## config.mk

```make
export PLATFORM = sky130hd
export DESIGN_NAME = tprb_readback
export DESIGN_NICKNAME = d
export VERILOG_FILES = /design/src/tprb_pkg.sv /design/src/tprb_readback.sv
export VERILOG_INCLUDE_DIRS = /design/src /design/src/src
export SDC_FILE = /design/constraint.sdc
export NUM_CORES = 1
export LEC_CHECK = 0
export BUFFER_PORTS_ARGS = -buffer_cell sky130_fd_sc_hd__buf_2
export CAP_MARGIN = 0
export CORE_MARGIN = 2
export CORE_UTILIZATION = 49
export CTS_CLUSTER_DIAMETER = 120
export DETAILED_ROUTE_END_ITERATION = 6
export PLACE_DENSITY = 0.75
export SLEW_MARGIN = 10
export SYNTH_ARGS = -nofsm -noshare
export SYNTH_HDL_FRONTEND = slang
export SYNTH_SLANG_ARGS = --single-unit
```

## constraint.sdc

```tcl
create_clock -name clock -period 1.5 [get_ports clock]
set_input_delay 0.225 -clock clock [delete_from_list [all_inputs] [get_ports clock]]
set_output_delay 0.225 -clock clock [all_outputs]
set_load 0.01 [all_outputs]
```

## src/tprb_defs.svh

```systemverilog
// Contract
// - One-cycle read pulse starts the read
// - Busy stays high while settings are fetched
// - Completion drops busy, raises valid
// - Each channel shown in its own slice
// - Three swing bits per channel, ascending
`ifndef TPRB_DEFS_SVH
`define TPRB_DEFS_SVH

// ****************************************
// Encodings and timing
// ****************************************
`define TPRB_DIR_TX_ONLY 2'h2
`define TPRB_SWING_BITS 3
`define TPRB_FETCH_CYCLES 8'h04
`define TPRB_FETCH_W 8

`endif

```

## src/tprb_pkg.sv

```systemverilog
package tprb_pkg;
  // One-hot states of the read-back sequencer
  typedef enum logic [2:0]
  {
    TPRB_IDLE = 3'h1,
    TPRB_FETCH = 3'h2,
    TPRB_DONE = 3'h4
  } tprb_state_t;
endpackage

```

## src/tprb_readback.sv

```systemverilog
`timescale 1ns/10ps
`default_nettype none
`include "tprb_defs.svh"

module tprb_readback #(
  parameter int CHANNELS = 2,
  parameter logic [`TPRB_FETCH_W-1:0] FETCH_CYCLES = `TPRB_FETCH_CYCLES
)(
  input wire logic clock,
  input wire logic rstn,
  input wire logic read,
  input wire logic write,
  input wire logic [1:0] dir_sel,
  input wire logic [`TPRB_SWING_BITS*CHANNELS-1:0] chan_swing,
  output logic busy,
  output logic data_valid,
  output logic [`TPRB_SWING_BITS*CHANNELS-1:0] tx_swing_out
);

  // ****************************************
  // Overview
  // ****************************************
  // Read-back side of the channel settings controller.
  // A one-cycle read pulse taken while idle starts a fetch.
  // Busy stands through the fetch and the capture cycle.
  // Valid rises as busy falls and stands until the next read.
  // Swing slices are captured only for a transmit-only read.
  // Other directions still finish and raise valid, so a
  // requester never waits forever on a wrong selection.
  // Limitation: no abort; a started fetch always runs out.
  // Trade-off: a fixed fetch length keeps the sequencer tiny,
  // at the price of not modelling a slow channel answer.
  // A read that meets a write in the same cycle is refused,
  // since the requester broke its side of the handshake and
  // a half-defined fetch would be worse than none.
  // All inputs come from logic on this same clock, so no
  // synchroniser stages sit in front of them.
  //
  // Cycle walk of one accepted read, edge by edge:
  //   c0: read sampled high while idle, fetch begins
  //   c1..c3: fetch counter runs
  //   c4: counter at its end, capture state entered
  //   c5: swing captured, valid set, back to idle
  // Busy is therefore high for the fetch length plus one.
  //
  // Channel n owns bits [3n+2:3n] of both swing buses,
  // channel zero lowest; capture copies the whole bus, so
  // slice order is kept without any per-channel logic.

  // ****************************************
  // Sequencer
  // ****************************************
  tprb_pkg::tprb_state_t state; // Current state
  tprb_pkg::tprb_state_t next_state; // Next state
  logic [`TPRB_FETCH_W-1:0] count; // Fetch cycle counter
  // Idle flag used only to form start, which feeds the decode and the valid clear
  wire idle = (state == tprb_pkg::TPRB_IDLE);
  // Read and write together is a requester fault; refuse it
  wire clash = read && write;
  // A read is taken only from idle and without a clash
  wire start = read && !clash && idle;
  wire fetch_end = (state == tprb_pkg::TPRB_FETCH) && (count == FETCH_CYCLES - 1'b1);
  // Transmit-only selection decides whether swing is captured
  wire tx_sel = (dir_sel == `TPRB_DIR_TX_ONLY);

  // Next-state decode
  always_comb
  begin
    next_state = state;
    unique case (state)
      tprb_pkg::TPRB_IDLE:
      begin
        if (start)
          next_state = tprb_pkg::TPRB_FETCH;
      end
      tprb_pkg::TPRB_FETCH:
      begin
        if (fetch_end)
          next_state = tprb_pkg::TPRB_DONE;
      end
      tprb_pkg::TPRB_DONE:
      begin
        // Capture cycle lasts exactly one clock
        next_state = tprb_pkg::TPRB_IDLE;
      end
      default:
      begin
        // Illegal one-hot code: fall back to idle
        next_state = tprb_pkg::TPRB_IDLE;
      end
    endcase
  end

  // State and counter
  always_ff @(posedge clock or negedge rstn)
  begin
    if (!rstn)
    begin
      state <= tprb_pkg::TPRB_IDLE;
      count <= '0;
    end
    else
    begin
      state <= next_state;
      count <= (state == tprb_pkg::TPRB_FETCH) ? count + 1'b1 : '0;
    end
  end

  // ****************************************
  // Outputs
  // ****************************************
  // Busy covers fetch and capture so valid and busy-low line up
  assign busy = (state != tprb_pkg::TPRB_IDLE);

  // Valid and captured data; slices follow channel order
  always_ff @(posedge clock or negedge rstn)
  begin
    if (!rstn)
    begin
      data_valid <= 1'b0;
      tx_swing_out <= '0;
    end
    else if (start)
      data_valid <= 1'b0;
    else if (state == tprb_pkg::TPRB_DONE)
    begin
      data_valid <= 1'b1;
      if (tx_sel)
        tx_swing_out <= chan_swing;
    end
  end

  // ****************************************
  // Checks
  // ****************************************
  busy_after_read_a:
    assert property (@(posedge clock) disable iff (!rstn)
      (read && !busy) |=> busy [*4])
    else $error("busy not held after read");
  valid_at_end_a:
    assert property (@(posedge clock) disable iff (!rstn)
      $fell(busy) |-> data_valid)
    else $error("valid missing at busy fall");
  ignore_busy_a:
    assert property (@(posedge clock) disable iff (!rstn)
      (busy && state == tprb_pkg::TPRB_FETCH) |=> busy)
    else $error("busy dropped mid fetch");
  clear_valid_a:
    assert property (@(posedge clock) disable iff (!rstn)
      (read && !busy) |=> !data_valid)
    else $error("valid not cleared on start");
  done_span_a:
    assert property (@(posedge clock) disable iff (!rstn)
      (read && !busy) |-> ##[6:6] !busy)
    else $error("read length wrong");
  slice_load_a:
    assert property (@(posedge clock) disable iff (!rstn)
      (state == tprb_pkg::TPRB_DONE && tx_sel) |=> tx_swing_out == $past(chan_swing))
    else $error("swing slices not loaded");
  hold_data_a:
    assert property (@(posedge clock) disable iff (!rstn)
      (state != tprb_pkg::TPRB_DONE) |=> $stable(tx_swing_out))
    else $error("swing changed outside capture");
  valid_busy_a:
    assert property (@(posedge clock) disable iff (!rstn)
      data_valid |-> !busy)
    else $error("valid while busy");

  // Valid stands until a new read is taken
  valid_hold_a:
    assert property (@(posedge clock) disable iff (!rstn)
      (data_valid && !read) |=> data_valid)
    else $error("valid dropped without a read");

  // Idle with no read stays idle
  idle_quiet_a:
    assert property (@(posedge clock) disable iff (!rstn)
      (!busy && !read) |=> !busy)
    else $error("busy rose without a read");

  // A read in the capture cycle must not restart a fetch
  refuse_read_a:
    assert property (@(posedge clock) disable iff (!rstn)
      (read && busy && state == tprb_pkg::TPRB_DONE) |=> !busy)
    else $error("read taken while busy");

  // Swing slices move only together with a rising valid
  swing_with_valid_a:
    assert property (@(posedge clock) disable iff (!rstn)
      $changed(tx_swing_out) |-> $rose(data_valid))
    else $error("swing changed without valid");

  // State register always holds exactly one hot bit
  state_onehot_a:
    assert property (@(posedge clock) disable iff (!rstn)
      $onehot(state))
    else $error("state not one hot");

  // Fetch counter never runs past FETCH_CYCLES, reached in the capture cycle
  count_range_a:
    assert property (@(posedge clock) disable iff (!rstn)
      count <= FETCH_CYCLES)
    else $error("fetch counter overran");

  // ****************************************
  // Coverage
  // ****************************************
  // Main scenarios: accepted read, refused read, completion,
  // a read with another direction, a read in the capture cycle
  read_cov: cover property (@(posedge clock) disable iff (!rstn) read && !busy);
  ignored_cov: cover property (@(posedge clock) disable iff (!rstn) read && busy);
  done_cov: cover property (@(posedge clock) disable iff (!rstn) $rose(data_valid));
  skip_cov: cover property (@(posedge clock) disable iff (!rstn) state == tprb_pkg::TPRB_DONE && !tx_sel);
  late_read_cov: cover property (@(posedge clock) disable iff (!rstn) read && state == tprb_pkg::TPRB_DONE);

endmodule // tprb_readback
`default_nettype wire

```

Yosys cells after proc, flatten, opt, wreduce, memory -nomap -nowiden. Cells that the tools add are included.

Reduce and logical (&&, ||, !) cells: 8. Eq/ne operators: 8. Muxes and demuxes: 6. Add/subtract/negate cells: 1. Bitwise gates (word level): 1.

Operators by type and width (number): 8-bit by 1-bit adder with 8-bit output (second input constant) (1); 8-bit by 2-bit == test with 1-bit output (second input constant) (1); 8-bit two-way mux (1); 3-bit two-way mux (2); 3-bit case mux with 2 select lines (1); 1-bit logical AND (4); 3-bit by 1-bit == test with 1-bit output (second input constant) (1); 3-bit by 2-bit == test with 1-bit output (second input constant) (1); 3-bit == test (second input constant) (1); 3-bit by 1-bit inequality test with 1-bit output (second input constant) (1); 3-bit AND reduction (1); 2-bit == test (second input constant) (1); 1-bit two-way mux (2); 2-bit by 1-bit inequality test with 1-bit output (second input constant) (1); 2-bit inequality test (second input constant) (1); 2-bit AND reduction (1); 2-bit nonzero test (1); 1-bit logical NOT (1); 1-bit inverter (1).

Bits in registers: 18. Output and inout bits: 8. Bits of input ports: 12.

Logic depth before layout (Yosys ltp).
Word-level depth: 6. Gate-level depth with buffers: 4. Depth with buffers taken out: 4.

Worst setup path before layout. Ideal clock, no wire load.

Path type: register to register. Start: register count[0]. End: register state[1]. Path buffers: 0. Setup slack: 270 ps. Required time: 1381 ps. Stages on the path, launching flop included: 5. Data arrival time: 1111 ps. Clock period less this slack: 1230 ps. Cells stage by stage: dfrtp_1 ha_1 nor4b_1 nand2_1 a21bo_2.

Longest elaborated chain between the ends: 4.

Ends and longest elaborated chain: start: declaration (line tprb_readback.sv:55) `` logic [`TPRB_FETCH_W-1:0] count; ``; start signal: assignment (line tprb_readback.sv:105) `count <= (state == tprb_pkg::TPRB_FETCH) ? count + 1'b1 : '0;`; 8-bit by 2-bit == test with 1-bit output (line tprb_readback.sv:62) `wire fetch_end = (state == tprb_pkg::TPRB_FETCH) && (count == FETCH_CYCLES - 1'b1);`; 1-bit logical AND (line tprb_readback.sv:62); 2-bit inequality test (no source line); 2-bit AND reduction (no source line); end signal: assignment (line tprb_readback.sv:99) `state <= tprb_pkg::TPRB_IDLE;`; end signal: assignment (line tprb_readback.sv:104) `state <= next_state;`; end: declaration (line tprb_readback.sv:53) `tprb_pkg::tprb_state_t state;`.

No other way between the ends. A chain may end at the register's enable or synchronous reset.

Worst setup path in the final report. Ends and elaborated chain as after synthesis.

==> impl_metrics.json <==
{
  "synthAdderAreaFrac_pct": 1.63,
  "max_freq_mhz": 761,
  "ant_nets": 0,
  "drc": 0,
  "yosysWarningCount": 0,
  "design.core.area_um2": 1490,
  "cp_max_fo": 5,
  "fin_crit_sh_pct": 87.6,
  "routed_wl_mm": 1.33,
  "synth_nets": 77,
  "hpwl_um": 973,
  "insertedDiodeCount": 0,
  "drt_iter0_markers": 11,
  "drv_cap": 0,
  "worstMarginPinSlew_ns": 0.387,
  "synth_area_leaders": "dfrtp_1 (55%), mux2_2 (8.8%), dfstp_2 (3.4%)",
  "gp_congestion": 0.704,
  "worst_setup_path_end_kind": "flip-flop",
  "syn_avg_cell_area_um2": 12.0,
  "path_clk_slew_ns": 0.10,
  "place_area_um2": 883,
  "path_class": "flip-flop to flip-flop",
  "initial_core_util_pct": 51.6,
  "synth-compound-area-share_pct": 6.19,
  "grt_first_pass_wirelength_mm": 2.17,
  "synthesis.area_um2": 768,
  "synth_top_family_by_area": "simple AND/OR/NAND/NOR gates",
  "cts.path.max_buffers": 2,
  "synth_cells": 64,
  "netlist_top_cells_count": "dfrtp_1 (17), nor2_1 (7), mux2_2 (6), nand2_1 (4), nand3_1 (4)",
  "p_leak_nw": 0.479,
  "synth_seq_area_share_pct": 58.8,
  "drive_above_1_share_pct": 38.6,
  "synth_top_cell_area_share_pct": 55.4,
  "power_uw": 852,
  "grt_overflow_total": 0,
  "rsz0062_at_grt": "no",
  "clock-sinks": 18,
  "cts_root_buf": "clkbuf_4",
  "yosysUniqueCellTypes": 23,
  "cpPeakStageDelay_ns": 0.43,
  "critPathRequiredTime_ns": 1.70,
  "dieHeight_um": 43.6,
  "htreeDepth": 1,
  "hold_viol_final": 0,
  "period_needed_ns": 1.31,
  "place.detailed.instances": 99,
  "grt_use_total_pct": 15.6,
  "vias": 542,
  "powerDensity_nw_per_um2": 916,
  "synth.most_common_cell": "dfrtp_1",
  "routedWlPerCell_um": 12.8,
  "areaGrowthSynthToFinish_pct": 21.0,
  "grt_pass1_vias": 492,
  "synth_xor_area_share_pct": 3.42,
  "n_fill_cell": 123,
  "cts_resized": 0,
  "antenna_found_initial": 0,
  "rows": 14,
  "cts_setup_buffers": 0,
  "first_pass_iters": 3,
  "final_nets": 102,
  "vias_per_cell": 5.21,
  "slowest_stage": "dfrtp_1",
  "setup_viol": 0,
  "dieWidth_um": 43.6,
  "synthSimpleGateAreaFrac_pct": 20.7,
  "yosys.area.top_type": "dfrtp_1",
  "numCtsBuffers": 3,
  "hold_class": "primary input to flip-flop",
  "arrival_ns": 1.51,
  "final_cell_area_um2": 930,
  "io_buffers": 19,
  "io_pins": 20,
  "synthArstFlopShare_pct": 100,
  "clk_latency_ns": 0.29,
  "final_max_slew_viol_count": 0,
  "grt_max_degree": 19,
  "ys.flop_type": "dfrtp_1",
  "die-area_um2": 1900,
  "slew_headroom_pct": 74.2,
  "synth-edff-count": 0,
  "final-instance-count-excl-fill": 104,
  "fin_skew_ns": 0.00435,
  "cts_tree": "done",
  "synthMuxAreaShare_pct": 8.79,
  "setup-tns-final_ns": 0,
  "worstPathCellList": "ha_1 -> nor4b_1 -> nand2_1 -> a21bo_2",
  "start_kind": "flip-flop",
  "ir_drop_mv": 0.576,
  "status": "finished, final reports clean",
  "ys_seq_elements": 18
}
[timing repair]
action,in CTS,in global routing
hold buffers,1,0
setup endpoints to repair,0,0
hold endpoints to repair,17,0
[worst max-delay path, delay by kind of cell, from the launching register on]
| kind | cells | cell delay, ns |
|---|---|---|
| and+or+nand+nor | 2 | 0.33 |
| AOI/OAI and AO/OA | 1 | 0.22 |
| DFF | 1 | 0.43 |
| adders and majority gates | 1 | 0.24 |
[power by group]
| part | switching (mW) | internal, mW | leakage [nW] |
|---|---|---|---|
| combinational | 0.0261 | 0.0246 | 0.210 |
| clock | 0.150 | 0.148 | 0.0210 |
| sequential | 0.00871 | 0.494 | 0.247 |
[cells by family (layout without fill, tap and decap cells)]
family / after synthesis / in the layout
flops: 18 / 18
buf+inv: 1 / 25
mux: 6 / 6
simple gates: 27 / 27
xor+xnor: 3 / 3
fa+ha+maj: 1 / 1
compound gates: 8 / 8
[placed cells by master, fill, tap and decap left out, types with 2 or more instances in the layout]
| cell type | count |
|---|---|
| buf_2 | 19 |
| dfrtp_1 | 17 |
| nor2_1 | 7 |
| mux2_2 | 6 |
| nand2_1 | 4 |
| nand3_1 | 4 |
| o21ai_0 | 3 |
| or3_1 | 3 |
| a21oi_1 | 3 |
| clkbuf_4 | 3 |
| xor2_1 | 2 |
| and2_1 | 2 |
[cell type report]
type / instances / area (um2) / area share (%)
multi-input combinational: 45 / 313 / 33.6
timing repair buffer: 20 / 105 / 11.3
clock buffer: 4 / 36.3 / 3.90
sequential: 18 / 452 / 48.6
tap: 16 / 20.0 / 2.15
inverter: 1 / 3.75 / 0.404
[layer usage]
metal	wire, um	vias up	track usage, %
li1	-	272	-
met1	621	254	21.4
met2	643	14	23.5
met3	50	2	2.50
met4	18	0	9.09
met5	0	-	0
[state kept, by name, indices dropped and copies added (netlist names)]
signal,count
data_valid,1
state,3
count,8
tx_swing_out,6
[through the flow]
step / util (%) / hold WS [ns] / setup WS [ns]
after global placement: 59.3 / 0.172 / 0.220
after CTS: 62.4 / 0.152 / 0.182
after floorplan: - / -0.0706 / 0.270
after global routing: 62.4 / 0.154 / 0.108
final: 62.4 / 0.155 / 0.187
after detailed placement: 59.3 / 0.173 / 0.190
[path summary, 6_finish.rpt]
kind,start,to,slack [ns],cells after the start
max reg2reg,count[0],state[1],0.19,4
min in group asynchronous,rstn,count[5],0.37,2
max,count[0],state[1],0.19,4
min,chan_swing[4],tx_swing_out[4],0.16,2
min reg2reg,data_valid,data_valid,0.49,1
max in group asynchronous,rstn,state[0],0.81,2
(Power assumes the default switching activity.)
